**config.mk**
```make
export PLATFORM = sky130hd
export DESIGN_NAME = dicr_top
export DESIGN_NICKNAME = d
export VERILOG_FILES = /design/src/verilog/dicr_pkg.sv /design/src/verilog/dicr_route_sel.sv /design/src/verilog/dicr_top.sv
export VERILOG_INCLUDE_DIRS = /design/src /design/src/verilog
export SDC_FILE = /design/constraint.sdc
export NUM_CORES = 1
export LEC_CHECK = 0
export BUFFER_PORTS_ARGS = -buffer_cell sky130_fd_sc_hd__buf_2
export CAP_MARGIN = 30
export CORE_UTILIZATION = 50
export CTS_BUF_LIST = sky130_fd_sc_hd__clkbuf_8
export DETAILED_ROUTE_END_ITERATION = 8
export GPL_ROUTABILITY_DRIVEN = 0
export PLACE_DENSITY = 0.67
export SYNTH_ARGS = -nofsm -noshare
export SYNTH_HDL_FRONTEND = slang
export SYNTH_SLANG_ARGS = --single-unit
```
**constraint.sdc**
```tcl
create_clock -name clk_in -period 7.05 [get_ports clk_in]
set_input_delay 0 -clock clk_in [delete_from_list [all_inputs] [get_ports clk_in]]
set_output_delay 0 -clock clk_in [all_outputs]
set_load 0.05 [all_outputs]
```
**src/verilog/dicr_map.svh**
```systemverilog
// Constants for the digital input conditioning and routing block
`ifndef DICR_MAP_SVH
`define DICR_MAP_SVH

// Object access addresses
`define DICR_ADDR_SF_ENABLE 8'h01
`define DICR_ADDR_POL_INVERT 8'h02
`define DICR_ADDR_FORCE_EN 8'h03
`define DICR_ADDR_FORCE_VAL 8'h04
`define DICR_ADDR_RAW_VALUE 8'h05
`define DICR_ADDR_THRESH_SEL 8'h06
`define DICR_ADDR_DIFF_SEL 8'h07
`define DICR_ADDR_ROUTE_EN 8'h08
`define DICR_ADDR_INPUTS_WORD 8'h10
// Routing entry k (1..32) sits at base + k
`define DICR_ADDR_ROUTE_BASE 8'h40
`define DICR_ADDR_ROUTE_FIRST 8'h41
`define DICR_ADDR_ROUTE_LAST 8'h60

// Field positions in the digital inputs word
`define DICR_BIT_NEG_LIMIT 0
`define DICR_BIT_POS_LIMIT 1
`define DICR_BIT_HOME 2
`define DICR_LEVEL_BASE 16

// Input counts
`define DICR_NUM_INPUTS 6
`define DICR_NUM_SPECIAL 3
`define DICR_NUM_DIFF 3
`define DICR_NUM_SOURCES 16
`define DICR_WORD_BITS 32

// Routing source codes
`define DICR_SRC_CONST0 8'h00
`define DICR_SRC_LAST 7'h10
`define DICR_SRC_INV_FLAG 7

// Reset values
`define DICR_RST_WORD 32'h0000_0000
`define DICR_RST_CODE 8'h00

// Timing
`define DICR_SAMPLE_TIME_MS 1
`define DICR_CLK_FREQ_KHZ 100000

`endif

```
**src/verilog/dicr_pkg.sv**
```systemverilog
// Types for the digital input conditioning and routing block
`default_nettype none
package dicr_pkg;
  typedef logic [7:0] dicr_code_t;
  typedef logic [7:0] dicr_addr_t;
  typedef logic [31:0] dicr_word_t;
  typedef logic [5:0] dicr_inputs_t;
  typedef logic [15:0] dicr_sources_t;
endpackage : dicr_pkg
`default_nettype wire

```
**src/verilog/dicr_route_sel.sv**
```systemverilog
// One routing selector: source code to one bit of the inputs word
`timescale 1ns/1ps
`default_nettype none
`include "dicr_map.svh"
module dicr_route_sel (
  input wire dicr_pkg::dicr_code_t code_in,
  input wire dicr_pkg::dicr_sources_t src_in,
  output logic bit_out
);
  import dicr_pkg::*;

  // Code split into invert flag and source number
  logic invert;
  logic [6:0] src_num;
  logic [6:0] src_idx;
  logic in_range;
  logic picked;
  assign invert = code_in[`DICR_SRC_INV_FLAG];
  assign src_num = code_in[6:0];
  assign src_idx = src_num - 7'h01;
  assign in_range = (src_num <= `DICR_SRC_LAST);
  // Number 0 gives constant, 1..16 pick bit 0..15 of src_in
  assign picked = (src_num == 7'h00) ? 1'b0 : src_in[src_idx[3:0]];
  // Reserved codes read as 0, invert flag flips the rest
  assign bit_out = in_range ? (picked ^ invert) : 1'b0;
endmodule : dicr_route_sel
`default_nettype wire

```
**src/verilog/dicr_top.sv**
```systemverilog
// Digital input conditioning, special functions and input routing
//
// Contract
// - Sample inputs each millisecond, reject shorter pulses
// - Special-function results sit in bits 0-15
// - Input n level appears at bit 15+n
// - Input 1 level shown regardless of function
// - Enable bits gate limit and home functions
// - Inputs 2,3 give direction and clock
// - Per-input polarity inversion, not clock/direction
// - Force enable replaces sampled input value
// - Force value bit supplies forced input value
// - Raw value shows unmodified sampled pins
// - Range bit drives 5 V/24 V threshold
// - One differential select for all inputs
// - Routing enable switches table onto word
// - Enabling routing preloads equivalent table entries
// - Table entry k feeds word bit k-1
// - Code 0 constant zero, 1-16 inputs
// - Code 80 constant one, 81-90 inverted
`timescale 1ns/1ps
`default_nettype none
`include "dicr_map.svh"
module dicr_top #(
  parameter int unsigned SAMPLE_TICK_CYCLES = `DICR_SAMPLE_TIME_MS * `DICR_CLK_FREQ_KHZ
) (
  input wire logic clk_in,
  input wire logic reset_in,
  input wire dicr_pkg::dicr_inputs_t pin_in,
  input wire logic clk_dir_mode_in,
  input wire dicr_pkg::dicr_addr_t od_addr_in,
  input wire logic od_wr_in,
  input wire logic od_rd_in,
  input wire dicr_pkg::dicr_word_t od_wdata_in,
  output dicr_pkg::dicr_word_t od_rdata_out,
  output logic od_ack_out,
  output dicr_pkg::dicr_word_t inputs_word_out,
  output dicr_pkg::dicr_inputs_t threshold_sel_out,
  output logic diff_sel_out,
  output logic step_clk_out,
  output logic step_dir_out
);
  import dicr_pkg::*;

  localparam int unsigned CW = (SAMPLE_TICK_CYCLES > 1) ? $clog2(SAMPLE_TICK_CYCLES) : 1;
  localparam logic [CW-1:0] TICK_LAST = CW'(SAMPLE_TICK_CYCLES - 1);

  // Pin synchronisers
  dicr_inputs_t pin_meta_r;
  dicr_inputs_t pin_sync_r;
  always_ff @(posedge clk_in) begin
    pin_meta_r <= pin_in;
    pin_sync_r <= pin_meta_r;
  end

  // Millisecond tick divider
  logic [CW-1:0] tick_cnt_r;
  logic tick_r;
  logic publish_r;
  logic tick_wrap;
  logic [CW-1:0] tick_cnt_nxt;
  assign tick_wrap = (tick_cnt_r == TICK_LAST);
  assign tick_cnt_nxt = tick_wrap ? '0 : tick_cnt_r + 1'b1;
  always_ff @(posedge clk_in) begin
    if (reset_in) begin
      tick_cnt_r <= '0;
      tick_r <= 1'b0;
      publish_r <= 1'b0;
    end else begin
      tick_cnt_r <= tick_cnt_nxt;
      tick_r <= tick_wrap;
      publish_r <= tick_r;
    end
  end

  // Configuration registers
  logic [2:0] sf_enable_r;
  dicr_inputs_t pol_invert_r;
  dicr_inputs_t force_en_r;
  dicr_inputs_t force_val_r;
  dicr_inputs_t thresh_sel_r;
  logic diff_sel_r;
  logic route_en_r;

  // Address decode for the read multiplexer
  logic sel_sf;
  logic sel_inv;
  logic sel_fen;
  logic sel_fval;
  logic sel_raw;
  logic sel_thr;
  logic sel_diff;
  logic sel_ren;
  logic sel_word;
  assign sel_sf = (od_addr_in == `DICR_ADDR_SF_ENABLE);
  assign sel_inv = (od_addr_in == `DICR_ADDR_POL_INVERT);
  assign sel_fen = (od_addr_in == `DICR_ADDR_FORCE_EN);
  assign sel_fval = (od_addr_in == `DICR_ADDR_FORCE_VAL);
  assign sel_raw = (od_addr_in == `DICR_ADDR_RAW_VALUE);
  assign sel_thr = (od_addr_in == `DICR_ADDR_THRESH_SEL);
  assign sel_diff = (od_addr_in == `DICR_ADDR_DIFF_SEL);
  assign sel_ren = (od_addr_in == `DICR_ADDR_ROUTE_EN);
  assign sel_word = (od_addr_in == `DICR_ADDR_INPUTS_WORD);

  // Write decode
  logic wr_sf;
  logic wr_inv;
  logic wr_fen;
  logic wr_fval;
  logic wr_thr;
  logic wr_diff;
  logic wr_ren;
  logic route_turn_on;
  logic tbl_hit;
  logic [7:0] tbl_off;
  logic [4:0] tbl_idx;
  assign wr_sf = od_wr_in && (od_addr_in == `DICR_ADDR_SF_ENABLE);
  assign wr_inv = od_wr_in && (od_addr_in == `DICR_ADDR_POL_INVERT);
  assign wr_fen = od_wr_in && (od_addr_in == `DICR_ADDR_FORCE_EN);
  assign wr_fval = od_wr_in && (od_addr_in == `DICR_ADDR_FORCE_VAL);
  assign wr_thr = od_wr_in && (od_addr_in == `DICR_ADDR_THRESH_SEL);
  assign wr_diff = od_wr_in && (od_addr_in == `DICR_ADDR_DIFF_SEL);
  assign wr_ren = od_wr_in && (od_addr_in == `DICR_ADDR_ROUTE_EN);
  assign route_turn_on = wr_ren && od_wdata_in[0] && !route_en_r;
  assign tbl_hit = (od_addr_in >= `DICR_ADDR_ROUTE_FIRST) && (od_addr_in <= `DICR_ADDR_ROUTE_LAST);
  assign tbl_off = od_addr_in - `DICR_ADDR_ROUTE_FIRST;
  assign tbl_idx = tbl_off[4:0];

  // Table write port
  logic tbl_wr_any;
  dicr_code_t tbl_wdata;
  assign tbl_wr_any = od_wr_in && tbl_hit;
  assign tbl_wdata = od_wdata_in[7:0];

  // Configuration register updates
  always_ff @(posedge clk_in) begin
    if (reset_in) begin
      sf_enable_r <= '0;
      pol_invert_r <= '0;
      force_en_r <= '0;
      force_val_r <= '0;
      thresh_sel_r <= '0;
      diff_sel_r <= 1'b0;
      route_en_r <= 1'b0;
    end else begin
      if (wr_sf) sf_enable_r <= od_wdata_in[2:0];
      if (wr_inv) pol_invert_r <= od_wdata_in[5:0];
      if (wr_fen) force_en_r <= od_wdata_in[5:0];
      if (wr_fval) force_val_r <= od_wdata_in[5:0];
      if (wr_thr) thresh_sel_r <= od_wdata_in[5:0];
      if (wr_diff) diff_sel_r <= od_wdata_in[0];
      if (wr_ren) route_en_r <= od_wdata_in[0];
    end
  end

  // Differential mode leaves only three inputs
  dicr_inputs_t diff_mask;
  dicr_inputs_t pin_eff;
  assign diff_mask = diff_sel_r ? 6'h07 : 6'h3f;
  assign pin_eff = pin_sync_r & diff_mask;

  // Two-tick agreement filter and raw capture
  dicr_inputs_t prev_samp_r;
  dicr_inputs_t raw_r;
  dicr_inputs_t raw_nxt;
  dicr_inputs_t samp_agree;
  // A bit moves only when two ticks agree, else the old raw bit holds
  assign samp_agree = ~(pin_eff ^ prev_samp_r);
  assign raw_nxt = (pin_eff & samp_agree) | (raw_r & ~samp_agree);
  always_ff @(posedge clk_in) begin
    if (reset_in) begin
      prev_samp_r <= '0;
      raw_r <= '0;
    end else if (tick_r) begin
      prev_samp_r <= pin_eff;
      raw_r <= raw_nxt;
    end
  end

  // Force substitution, then polarity inversion
  dicr_inputs_t forced;
  dicr_inputs_t cond;
  logic [2:0] special;
  assign forced = (force_en_r & force_val_r) | (~force_en_r & raw_r);
  assign cond = forced ^ pol_invert_r;
  assign special = cond[2:0] & sf_enable_r;

  // Normal-mode word: specials low, levels high
  dicr_word_t normal_word;
  logic [15:0] level_half;
  logic [15:0] special_half;
  assign level_half = {10'h000, cond};
  assign special_half = {13'h0000, special};
  assign normal_word = {level_half, special_half};

  // Routing sources: conditioned inputs 1..6, sources 7..16 read zero
  dicr_sources_t sources;
  assign sources = {10'h000, cond};

  // Routing table storage with preload on enable
  dicr_code_t tbl_r [`DICR_WORD_BITS];
  dicr_word_t routed_word;
  genvar k;
  generate
    for (k = 0; k < `DICR_WORD_BITS; k = k + 1) begin : g_route
      dicr_code_t preload;
      logic tbl_wr;
      if (k < `DICR_NUM_SPECIAL) begin : g_sp
        assign preload = sf_enable_r[k] ? 8'(k + 1) : `DICR_SRC_CONST0;
      end else if ((k >= `DICR_LEVEL_BASE) && (k < `DICR_LEVEL_BASE + `DICR_NUM_INPUTS)) begin : g_lv
        assign preload = 8'(k - `DICR_LEVEL_BASE + 1);
      end else begin : g_zero
        assign preload = `DICR_SRC_CONST0;
      end
      assign tbl_wr = tbl_wr_any && (tbl_idx == 5'(k));
      always_ff @(posedge clk_in) begin
        if (reset_in) begin
          tbl_r[k] <= `DICR_RST_CODE;
        end else if (route_turn_on) begin
          tbl_r[k] <= preload;
        end else if (tbl_wr) begin
          tbl_r[k] <= tbl_wdata;
        end
      end
      dicr_route_sel u_sel (
        .code_in(tbl_r[k]),
        .src_in(sources),
        .bit_out(routed_word[k])
      );
    end
  endgenerate

  // Publish word one cycle after each sample tick
  dicr_word_t word_nxt;
  assign word_nxt = route_en_r ? routed_word : normal_word;
  always_ff @(posedge clk_in) begin
    if (reset_in) begin
      inputs_word_out <= `DICR_RST_WORD;
    end else if (publish_r) begin
      inputs_word_out <= word_nxt;
    end
  end

  // Clock on pin 3, direction on pin 2, straight from the synchroniser
  logic step_clk_nxt;
  logic step_dir_nxt;
  assign step_clk_nxt = clk_dir_mode_in & pin_sync_r[2];
  assign step_dir_nxt = clk_dir_mode_in & pin_sync_r[1];

  // Clock-direction pins bypass the filter and inversion
  always_ff @(posedge clk_in) begin
    if (reset_in) begin
      step_clk_out <= 1'b0;
      step_dir_out <= 1'b0;
    end else begin
      step_clk_out <= step_clk_nxt;
      step_dir_out <= step_dir_nxt;
    end
  end

  // Front-end selects
  always_ff @(posedge clk_in) begin
    if (reset_in) begin
      threshold_sel_out <= '0;
      diff_sel_out <= 1'b0;
    end else begin
      threshold_sel_out <= thresh_sel_r;
      diff_sel_out <= diff_sel_r;
    end
  end

  // Read multiplexer, unmapped places read zero
  dicr_word_t tbl_rd_word;
  dicr_word_t rd_nxt;
  assign tbl_rd_word = {24'h0, tbl_r[tbl_idx]};
  assign rd_nxt =
    sel_sf ? {29'h0, sf_enable_r} :
    sel_inv ? {26'h0, pol_invert_r} :
    sel_fen ? {26'h0, force_en_r} :
    sel_fval ? {26'h0, force_val_r} :
    sel_raw ? {26'h0, raw_r} :
    sel_thr ? {26'h0, thresh_sel_r} :
    sel_diff ? {31'h0, diff_sel_r} :
    sel_ren ? {31'h0, route_en_r} :
    sel_word ? inputs_word_out :
    tbl_hit ? tbl_rd_word : `DICR_RST_WORD;

  // Every strobe is answered, even to a refused place
  logic od_req;
  assign od_req = od_wr_in | od_rd_in;

  // Access answer, one cycle after request
  always_ff @(posedge clk_in) begin
    if (reset_in) begin
      od_rdata_out <= `DICR_RST_WORD;
      od_ack_out <= 1'b0;
    end else begin
      od_ack_out <= od_req;
      if (od_rd_in) od_rdata_out <= rd_nxt;
    end
  end
endmodule : dicr_top
`default_nettype wire

```
* After elaboration in Yosys (flattened, before gate mapping) *
Memories as Yosys holds them, arrays and structs flattened.
Index checks and enable logic that the tools add are counted.

word-level totals
  logic and storage cells = 693
  latch bits = 0
  memory bits (read-only) = 0
  memories = 1
  bits in writable memories = 256
  output and inout port bits = 74
  bits in registers = 146

cells by class
  add/subtract/negate cells = 34
  div/mod/pow operators = 0
  mux-type cells = 340
  $mul = 0
  equal/unequal tests = 41
  bitwise operators = 112
  shift-type cells = 0
  order comparisons = 66
  reduce and logical (&&, ||, !) cells = 78

memory list
  name   words  bits a word  rd ports  clocked after Yosys merged registers in  write ports  line             RTL
  tbl_r  32     8            33        0                                        32           dicr_top.sv:201  dicr_code_t tbl_r [`DICR_WORD_BITS];

operators with widths
  kind                                                                    count
  8-bit two-way mux                                                       65
  32-bit two-way mux                                                      10
  1-bit two-way mux                                                       230
  7-bit by 5-bit <= comparator with 1-bit output (second input constant)  32
  7-bit zero test                                                         32
  4-bit by 5-bit < comparator with 1-bit output (second input constant)   32
  1-bit binary-select mux with 4-bit select                               32
  4-bit by 1-bit subtractor with 4-bit output (second input constant)     32
  5-bit == test (second input constant)                                   16
  1-bit OR                                                                65
  1-bit logical AND                                                       43
  5-bit by 4-bit == test with 1-bit output (second input constant)        8
  8-bit by 3-bit == test with 1-bit output (second input constant)        4
  1-bit XOR                                                               32
  6-bit AND                                                               5
  5-bit by 3-bit == test with 1-bit output (second input constant)        4
  6-bit inverter                                                          3
  17-bit by 1-bit adder with 17-bit output (second input constant)        1
  17-bit == test (second input constant)                                  1
  8-bit by 2-bit == test with 1-bit output (second input constant)        2
  6-bit OR                                                                2
  6-bit XOR                                                               2
  5-bit by 2-bit == test with 1-bit output (second input constant)        2
  8-bit by 1-bit == test with 1-bit output (second input constant)        1
  other kinds (13)                                                        15

* Logic depth before layout (Yosys ltp) *
Gate-level depths: netlist (run 1).

  depth after elaboration = 12
  depth in mapped cells = 12
  depth with buffers taken out = 8

* Modules after synthesis *
Synthesis (run 1) repeated with hierarchy kept, for this count alone.

unflattened totals
  cells, all modules = 2185
  area total of the unflattened synthesis = 25697.1 µm²

modules (own cells, without submodules)
  module          area an instance (µm²)  cells an instance  seq. area each (µm²)  times used
  dicr_top        18129.9                 1513               10610.2               1
  dicr_route_sel  236.5                   21                 0.0                   32

* Worst setup path before layout (run 1) *
No wires, ideal clock.

  path kind = input port to flip-flop
  start = in od_addr_in[0]
  end = mem tbl_r[10][0] in the netlist's numbering (enable)
  path buffers = 4
  setup time = 0.374 ns
  required time = 6.676 ns
  data arrival time = 2.432 ns
  cell stages on the path = 11
  setup slack = 4.245 ns
  cell sequence = buf_4 -> buf_2 -> inv_1 -> ha_1 -> buf_2 -> nor3b_2 -> a31oi_1 -> o21a_1 -> nand3_1 -> clkbuf_1 -> o21ai_1

RTL lines
  element          line             RTL
  start, declared  dicr_top.sv:31   input wire dicr_pkg::dicr_addr_t od_addr_in,
  end, declared    dicr_top.sv:201

==> results of run 1 <==
[worst max-delay path by stage]
stage | start | end | slack [ns] | depth (start not counted)
after floorplan | od_addr_in[0] | tbl_r[10][0]$_SDFFCE_PN0P_ | 4.24 | 11
after global placement | od_addr_in[0] | tbl_r[1][0]$_SDFFCE_PN0P_ | 2.91 | 7
after detailed placement | od_addr_in[0] | tbl_r[13][7]$_SDFFCE_PN0P_ | 3.22 | 8
after CTS | publish_r$_SDFF_PP0_ | inputs_word_out[11]$_SDFFE_PP0P_ | 3.88 | 8
after global routing | od_addr_in[0] | tbl_r[13][0]$_SDFFCE_PN0P_ | 3.48 | 8
final | publish_r$_SDFF_PP0_ | inputs_word_out[11]$_SDFFE_PP0P_ | 3.75 | 8
[flip-flops by register name, indices dropped and copies added (netlist names), 3 cells and up, named ones only]
name               count
tbl_r                256
force_val_r            6
pin_sync_r             6
threshold_sel_out      6
tick_cnt_r            17
thresh_sel_r           6
od_rdata_out          32
pin_meta_r             6
force_en_r             6
inputs_word_out       32
prev_samp_r            6
sf_enable_r            3
pol_invert_r           6
[power groups by stage]
stage / Sequential, mW / Clock (mW) / Combinational [mW]
6_report: 2.69 / 2.15 / 0.603
5_1_grt: 2.70 / 2.29 / 0.637
4_1_cts: 2.69 / 2.18 / 0.587
3_5_place_dp: 2.74 / 0 / 0.574
3_3_place_gp: 2.73 / 0 / 0.553
2_1_floorplan: 2.70 / 0 / 0.398
[metal layers]
metal | track usage | share of wire | vias up
met3 | 0.0581 | 0.10 | 213
met4 | 0.153 | 0.044 | 0
met5 | 0 | 0 | -
met1 | 0.409 | 0.39 | 9386
li1 | - | - | 8411
met2 | 0.493 | 0.46 | 1030
[synthesized netlist by cell type, types with 11 or more instances]
cell type	count
sky130_fd_sc_hd__edfxtp_1	256
sky130_fd_sc_hd__and2_1	246
sky130_fd_sc_hd__nor2_1	161
sky130_fd_sc_hd__dfxtp_1	146
sky130_fd_sc_hd__inv_1	108
sky130_fd_sc_hd__mux4_2	105
sky130_fd_sc_hd__a21oi_1	91
sky130_fd_sc_hd__clkbuf_1	85
sky130_fd_sc_hd__mux2i_1	82
sky130_fd_sc_hd__nand2_1	79
sky130_fd_sc_hd__nand3_1	52
sky130_fd_sc_hd__o21ai_1	49
sky130_fd_sc_hd__xor2_1	45
sky130_fd_sc_hd__ha_1	38
sky130_fd_sc_hd__nand2b_1	34
sky130_fd_sc_hd__nor2b_1	34
sky130_fd_sc_hd__or4_1	34
sky130_fd_sc_hd__a21o_1	33
sky130_fd_sc_hd__o21ai_0	28
sky130_fd_sc_hd__nor3_1	23
sky130_fd_sc_hd__nor4_1	22
sky130_fd_sc_hd__buf_2	21
sky130_fd_sc_hd__o31ai_1	20
sky130_fd_sc_hd__a221oi_1	18
sky130_fd_sc_hd__or4b_1	18
sky130_fd_sc_hd__a2111o_1	17
sky130_fd_sc_hd__or3b_1	17
sky130_fd_sc_hd__xnor2_1	16
sky130_fd_sc_hd__o31a_1	13
sky130_fd_sc_hd__nor3b_1	12
sky130_fd_sc_hd__nor4b_1	12
sky130_fd_sc_hd__o311ai_0	11
[cells by family (layout without fill, tap and decap cells)]
family	Yosys count	count (layout)	synth area share
simple gates	825	825	0.204
other cells	0	1	0
fa+ha+maj	38	38	0.0201
buf+inv	234	392	0.0403
mux	191	191	0.138
xor+xnor	63	63	0.0249
compound gates	411	411	0.124
flops	402	402	0.449
[critical path: stages, from the launching register on]
cell                        delay [ns]
sky130_fd_sc_hd__dfxtp_1          0.30
sky130_fd_sc_hd__buf_4            0.28
sky130_fd_sc_hd__nand3b_1         0.63
sky130_fd_sc_hd__buf_4            0.50
sky130_fd_sc_hd__a2111oi_1        0.75
sky130_fd_sc_hd__nand2_1          0.18
sky130_fd_sc_hd__nor4b_1          0.33
sky130_fd_sc_hd__nor4b_1          0.17
sky130_fd_sc_hd__nand2_1          0.09
[metrics by stage]
step           cell area [um2]   util
6_report                 26400  0.567
4_1_cts                  26300  0.566
3_5_place_dp             24700  0.531
2_1_floorplan            23700      -
5_1_grt                  26400  0.567
3_3_place_gp             24600  0.528
[cells in the final DEF, fill, tap and decap left out, drive strengths merged, types with 13 or more instances in the layout]
master	count
or3b	25
ha	38
mux4	106
dlygate4sd3	25
nor3b	13
o31a	13
a21oi	91
nor4b	13
o31ai	22
and2	246
nor3	23
a21o	33
clkbuf	88
o21ai	77
xnor2	18
nor4	23
o311ai	14
clkinv	14
or4b	21
buf	131
mux2i	84
nand2	80
inv	131
edfxtp	256
a221oi	18
nand2b	36
nor2	161
xor2	45
or4	35
a2111o	17
or2	13
nand3	54
nor2b	34
dfxtp	146
[area by class of cell]
class                           count  area, um2  share of cell area
Clock buffer                       88       1210              0.0458
Sequential cell                   402      10600               0.402
Inverter                          110        413              0.0156
Antenna cell                        1       2.50           0.0000947
Clock inverter                     38        189             0.00715
Multi-Input combinational cell   1528      12100               0.459
Timing Repair Buffer              156       1100              0.0416
Tap cell                          607        759              0.0287
==> out/results.tsv, run 1 <==
stage	metric	value	unit
finish	fillerInstances	3920	
yosys	edff_count_synth	256	
placement	dpl_worst_slack	3.22	ns
clock_network	cts.sink_count	402	
die	row_count	79	
clock_network	clk_latency	0.67	ns
power	seq_power_share	0.495	
min_path	timing.hold.worst.start	od_rd_in	
yosys	synthesis.instances	2164	
global_route	vias_in_the_first_global_route	18180	
finish	nNetsFinal	2358	
setup_path	path_max_fanout	20	
run	drv_cap	0	
yosys	synthesis.nets	2253	
setup_path	rr_endpoint	inputs_word_out[11]$_SDFFE_PP0P_	
sta	slew_headroom	0.273	
sta	finClkSkew	0.0459	ns
setup_path	worst-r2r-setup-slack	3.75	ns
global_route	maximum_number_of_pins_on_one_net_before_global_route_repair	67	
clock_network	cts_max_path_buffers	3	
power	switching_power	1.45	mW
yosys	number_of_distinct_standard_cells_referenced_by_the_synthesized_netlist	88	
yosys	yosys_warnings	0	
die	number_of_primary_i_o_pins	125	
yosys	synth_top_area_frac	0.325	
clock_network	clockRootBuffer	sky130_fd_sc_hd__clkbuf_8	
power	internal-power	3.99	mW
die	dieArea	0.0482	mm2
power	vdd.ir_drop.worst	0.163	mV
yosys	synth_area_leader_cell	sky130_fd_sc_hd__edfxtp_1	
die	initial_core_util	0.508	
placement	dpl.cell_count	2775	
yosys	post_synth_main_area_contributors	sky130_fd_sc_hd__edfxtp_1, sky130_fd_sc_hd__dfxtp_1, sky130_fd_sc_hd__mux4_2	
min_path	path_class_of_the_lowest_slack_min_delay_path	input pin to register	
routing	iteration_0_drc_markers	2096	
routing	drt_pre_antenna_iters	8	
yosys	postSynthRegisterBits	402	
setup_path	cp-start-kind	register	
sta	worst-slew-pin-transition	1.09	ns
sta	timing.final.ws_setup	3.75	ns
sta	final_max_slew_viol_count	0	
global_route	grtUsageTotal	0.311	
min_path	timing.hold.worst_endpoint	od_rdata_out[19]$_SDFFE_PP0P_	
finish	syn2layout_area_growth	11.7	%
setup_path	element_type_at_the_critical_path_end	register	
clock_network	clock_pin_slew_worst_setup_and_hold_paths	0.06	ns
clock_network	cts_hold_buffers	24	
yosys	yosys_most_used_dff	sky130_fd_sc_hd__edfxtp_1	
setup_path	crit_type	register to register	
global_route	grt_remaining_overflow	0	
sta	summed_negative_setup_slack_over_all_endpoints	0	ns
sta	setup_viol	0	
global_route	number_of_antenna_violations_at_the_first_check_in_global_routing	2	
die	chipHeight	219	um
power	combPwrFrac	0.111	
setup_path	crit-reg2reg-launch	publish_r$_SDFF_PP0_	
yosys	ys_seq_area_frac	0.449	
min_path	worstHoldPathCells	4	
sta	max_freq	303	MHz
setup_path	worst_ep_required_time	7.64	ns
placement	placement.io_buffers	100	
routing	detail_route.wl_per_cell	25.4	um
sta	final_min_period_over_clock_period	0.468	
routing	detail_route.wirelength	74400	um
routing	detail-route-antenna-nets	0	
yosys	post_synthesis_instance_area	0.0237	mm2
sta	post_layout_minimum_cycle_time	3.30	ns
die	die-width	219	um
outcome	run_status	completed	
routing	remaining_drc_errors	0	
sta	timing.final.hold_violations	0	
power	power_leakage	9.81	nW
clock_network	tritoncts_clock_tree	done	
yosys	ys_async_rst_share	0	
yosys	post_synth.cell_area_avg	10.9	um2
routing	drt-vias-per-instance	6.50	
placement	place_hpwl	49300	um
sta	rsz0062_at_grt	false	
die	fp.coreArea	0.0466	mm2
finish	post_route_cells_drive_above_1_share	0.162	
routing	dr_vias	19040	
power	netSwitchingFraction	0.267	
clock_network	cts_inserted_buffers	71	
global_route	grt_first_pass_wirelength	111000	um
clock_network	cts.repair.resized	0	
sta	timing.hold.ws	0.0450	ns
clock_network	clock_tree.htree_level_count	3	
power	totalPowerFinal	5.44	mW
power	power_density	206	mW/mm2
clock_network	count_of_buffers_added_by_post_cts_timing_repair_for_setup	0	
power	pwr-share-clk	0.395	
setup_path	worstPathArrival	3.89	ns
finish	stdcell_count	2930	
setup_path	rr_worst_depth	8	
(Power assumes the default switching activity.)
==> inputs of run 2 (changes only) <==
==> constraint.sdc (replaced) <==
create_clock -name clk_in -period 3.05 [get_ports clk_in]
set_input_delay 0 -clock clk_in [delete_from_list [all_inputs] [get_ports clk_in]]
set_output_delay 0 -clock clk_in [all_outputs]
set_load 0.05 [all_outputs]
==> out/results.tsv, run 2 (same netlist as run 1, synthesis figures left out) <==
stage	metric	value	unit	change
global_route	grt_first_pass_wirelength	111000	um	about the same
setup_path	chain_of_cells_forming_the_critical_path	mux2i_1, xnor2_4, buf_4, mux4_2, a41o_1, nor4b_1, nand2_1		was buf_4, nand3b_1, buf_4, a2111oi_1, nand2_1, nor4b_1, nor4b_1, nand2_1
sta	post_layout_minimum_cycle_time	2.68	ns	was 3.30 ns
finish	nNetsFinal	2415		was 2358
global_route	grt_remaining_overflow	0		unchanged
finish	post_route_cells_drive_above_1_share	0.181		was 0.162
routing	remaining_drc_errors	0		unchanged
finish	syn2layout_area_growth	13.4	%	was 11.7%
finish	layout.cells.most_common_list	sky130_fd_sc_hd__edfxtp_1, sky130_fd_sc_hd__and2_1, sky130_fd_sc_hd__nor2_1, sky130_fd_sc_hd__dfxtp_1, sky130_fd_sc_hd__inv_1		unchanged
routing	met3_wirelength	7140	um	was 7750 um
sta	setup_viol	0		unchanged
setup_path	worst_ep_required_time	3.57	ns	was 7.64 ns
sta	timing.final.hold_violations	0		unchanged
setup_path	worst-r2r-setup-slack	0.37	ns	was 3.75 ns
finish	largest_register_ffs	256		unchanged
sta	slew_headroom	0.337		was 0.273
clock_network	clock_pin_slew_worst_setup_and_hold_paths	0.07	ns	was 0.06 ns
routing	detail_route.wl_per_cell	25.0	um	was 25.4 um
setup_path	rr_worst_depth	7		was 8
sta	max_freq	372	MHz	was 303 MHz
placement	place_hpwl	51000	um	was 49300 um
finish	layout.cell_area.non_filler	0.0268	mm2	was 0.0264 mm2
global_route	number_of_antenna_violations_at_the_first_check_in_global_routing	3		was 2
routing	dr_vias	19235		was 19040
global_route	vias_in_the_first_global_route	18208		was 18180
sta	summed_negative_setup_slack_over_all_endpoints	0	ns	unchanged
clock_network	tritoncts_clock_tree	done		unchanged
clock_network	clockRootBuffer	sky130_fd_sc_hd__clkbuf_8		unchanged
clock_network	clock_tree.htree_level_count	3		unchanged
power	power_leakage	10.1	nW	was 9.81 nW
clock_network	cts_max_path_buffers	3		unchanged
setup_path	start_point_of_the_critical_path	force_en_r[5]$_SDFFE_PP0P_		was publish_r$_SDFF_PP0_
die	number_of_primary_i_o_pins	125		unchanged
outcome	run_status	completed		unchanged
setup_path	worst-path-buf-inv	1		was 2
setup_path	crit_type	register to register		unchanged
setup_path	setup.worst_path.end	inputs_word_out[25]$_SDFFE_PP0P_		was inputs_word_out[11]$_SDFFE_PP0P_
run	drv_cap	0		unchanged
setup_path	crit-reg2reg-launch	force_en_r[5]$_SDFFE_PP0P_		was publish_r$_SDFF_PP0_
setup_path	cp_top_delay_family	multiplexers		was simple AND/OR/NAND/NOR gates
routing	drt_pre_antenna_iters	6		was 8
routing	drt-vias-per-instance	6.43		was 6.50
finish	fillerInstances	3863		was 3920
routing	wl_met2	34700	um	was 34100 um
setup_path	cp-start-kind	register		unchanged
setup_path	slowest_stage	sky130_fd_sc_hd__mux4_2		was sky130_fd_sc_hd__a2111oi_1
die	dieArea	0.0482	mm2	unchanged
die	row_count	79		unchanged
finish	final_common_cell	sky130_fd_sc_hd__edfxtp_1		unchanged
clock_network	clk_latency	0.66	ns	was 0.67 ns
finish	regMostFlops	tbl_r		unchanged
die	initial_core_util	0.508		unchanged
routing	topRoutingLayerUsed	met5		was met4
global_route	maximum_number_of_pins_on_one_net_before_global_route_repair	53		was 67
min_path	path_class_of_the_lowest_slack_min_delay_path	input pin to register		unchanged
global_route	grtUsageTotal	0.312		was 0.311
routing	iteration_0_drc_markers	2085		was 2096
sta	final_max_slew_viol_count	0		unchanged
clock_network	cts.sink_count	402		unchanged
sta	rsz0062_at_grt	false		unchanged
clock_network	count_of_buffers_added_by_post_cts_timing_repair_for_setup	0		unchanged
power	vdd.ir_drop.worst	0.374	mV	was 0.163 mV
placement	placement.io_buffers	100		unchanged
die	fp.coreArea	0.0466	mm2	unchanged
routing	detail_route.wirelength	74600	um	was 74400 um
routing	detail-route-antenna-nets	0		unchanged
sta	worst-slew-pin-transition	0.994	ns	was 1.09 ns
setup_path	rr_endpoint	inputs_word_out[25]$_SDFFE_PP0P_		was inputs_word_out[11]$_SDFFE_PP0P_
routing	m1WireLength	29600	um	was 29300 um
sta	finClkSkew	0.0304	ns	was 0.0459 ns
setup_path	worstSetupPathDepth	7		was 8
setup_path	worstPathArrival	3.21	ns	was 3.89 ns
setup_path	element_type_at_the_critical_path_end	register		unchanged
clock_network	cts_inserted_buffers	69		was 71
sta	final_min_period_over_clock_period	0.880		was 0.468
die	die-width	219	um	unchanged
power	power_density	467	mW/mm2	was 206 mW/mm2
placement	place_area	0.0252	mm2	was 0.0247 mm2
setup_path	max_stage_delay	0.48	ns	was 0.75 ns
die	chipHeight	219	um	unchanged
finish	regs_by_ff_count	tbl_r x256, inputs_word_out x32, od_rdata_out x32		unchanged
setup_path	path_max_fanout	17		was 20
[run 2: cell types whose count changed in the layout (fill, tap and decap cells not counted), moves of 2 or more]
cell                         previous run  this run
sky130_fd_sc_hd__buf_4                 24        85
sky130_fd_sc_hd__buf_8                  2         0
sky130_fd_sc_hd__bufinv_16              1         3
sky130_fd_sc_hd__clkbuf_8              88        77
sky130_fd_sc_hd__clkinv_1               8        11
sky130_fd_sc_hd__clkinv_2               6         9
sky130_fd_sc_hd__clkinvlp_4             2         4
sky130_fd_sc_hd__inv_1                130       132
[run 2: routing by layer]
layer,vias to the layer above,track usage
met3,213,0.0556
met2,1037,0.502
li1,8528,-
met5,-,0
met1,9455,0.409
met4,2,0.145
[run 2: area by class of cell]
type,instances,area (um2),area share
Clock buffer,77,1060,0.0395
Clock inverter,50,298,0.0111
Tap cell,607,759,0.0283
Antenna cell,1,2.50,0.0000933
Inverter,110,413,0.0154
Sequential cell,402,10600,0.396
Multi-Input combinational cell,1528,12100,0.453
Timing Repair Buffer,215,1540,0.0573
[run 2: tightest hold or removal path: cells and delay by family]
family,cells,cell delay (ns)
buf+inv,1,0.34
simple gates,1,0.05
mux,1,0.23
[run 2: power by group]
group | internal, mW | switching, mW
combinational | 0.586 | 0.857
clock | 2.58 | 2.29
sequential | 5.98 | 0.239
[run 2: repair_timing]
| item | in CTS | in global routing |
|---|---|---|
| resized for setup | 0 | 0 |
| hold buffers | 24 | 0 |
| hold endpoints to repair | 66 | 0 |
[run 2: metrics by stage]
step                      hold slack, ns  instances  setup slack (ns)  total power [mW]   util
after floorplan                   0.0277       2164             0.245              7.16      -
after global placement             0.103       2835             0.449              7.66  0.540
after detailed placement           0.104       2838             0.410              7.71  0.542
after CTS                        0.00262       2989             0.386              12.5  0.576
after global routing              0.0425       2989             0.220              12.9  0.576
final                             0.0471       2990             0.365              12.5  0.576
[run 2: how the worst min path moves through the flow]
stage	start	endpoint	slack, ns	depth (start not counted)
after floorplan	pin_in[0]	pin_meta_r[0]$_DFF_P_	0.03	0
after global placement	pin_in[2]	pin_meta_r[2]$_DFF_P_	0.10	1
after detailed placement	pin_in[1]	pin_meta_r[1]$_DFF_P_	0.10	1
after CTS	od_wdata_in[1]	pol_invert_r[1]$_SDFFE_PP0P_	0.003	3
after global routing	od_wdata_in[1]	force_val_r[1]$_SDFFE_PP0P_	0.04	3
final	od_wdata_in[1]	pol_invert_r[1]$_SDFFE_PP0P_	0.05	3
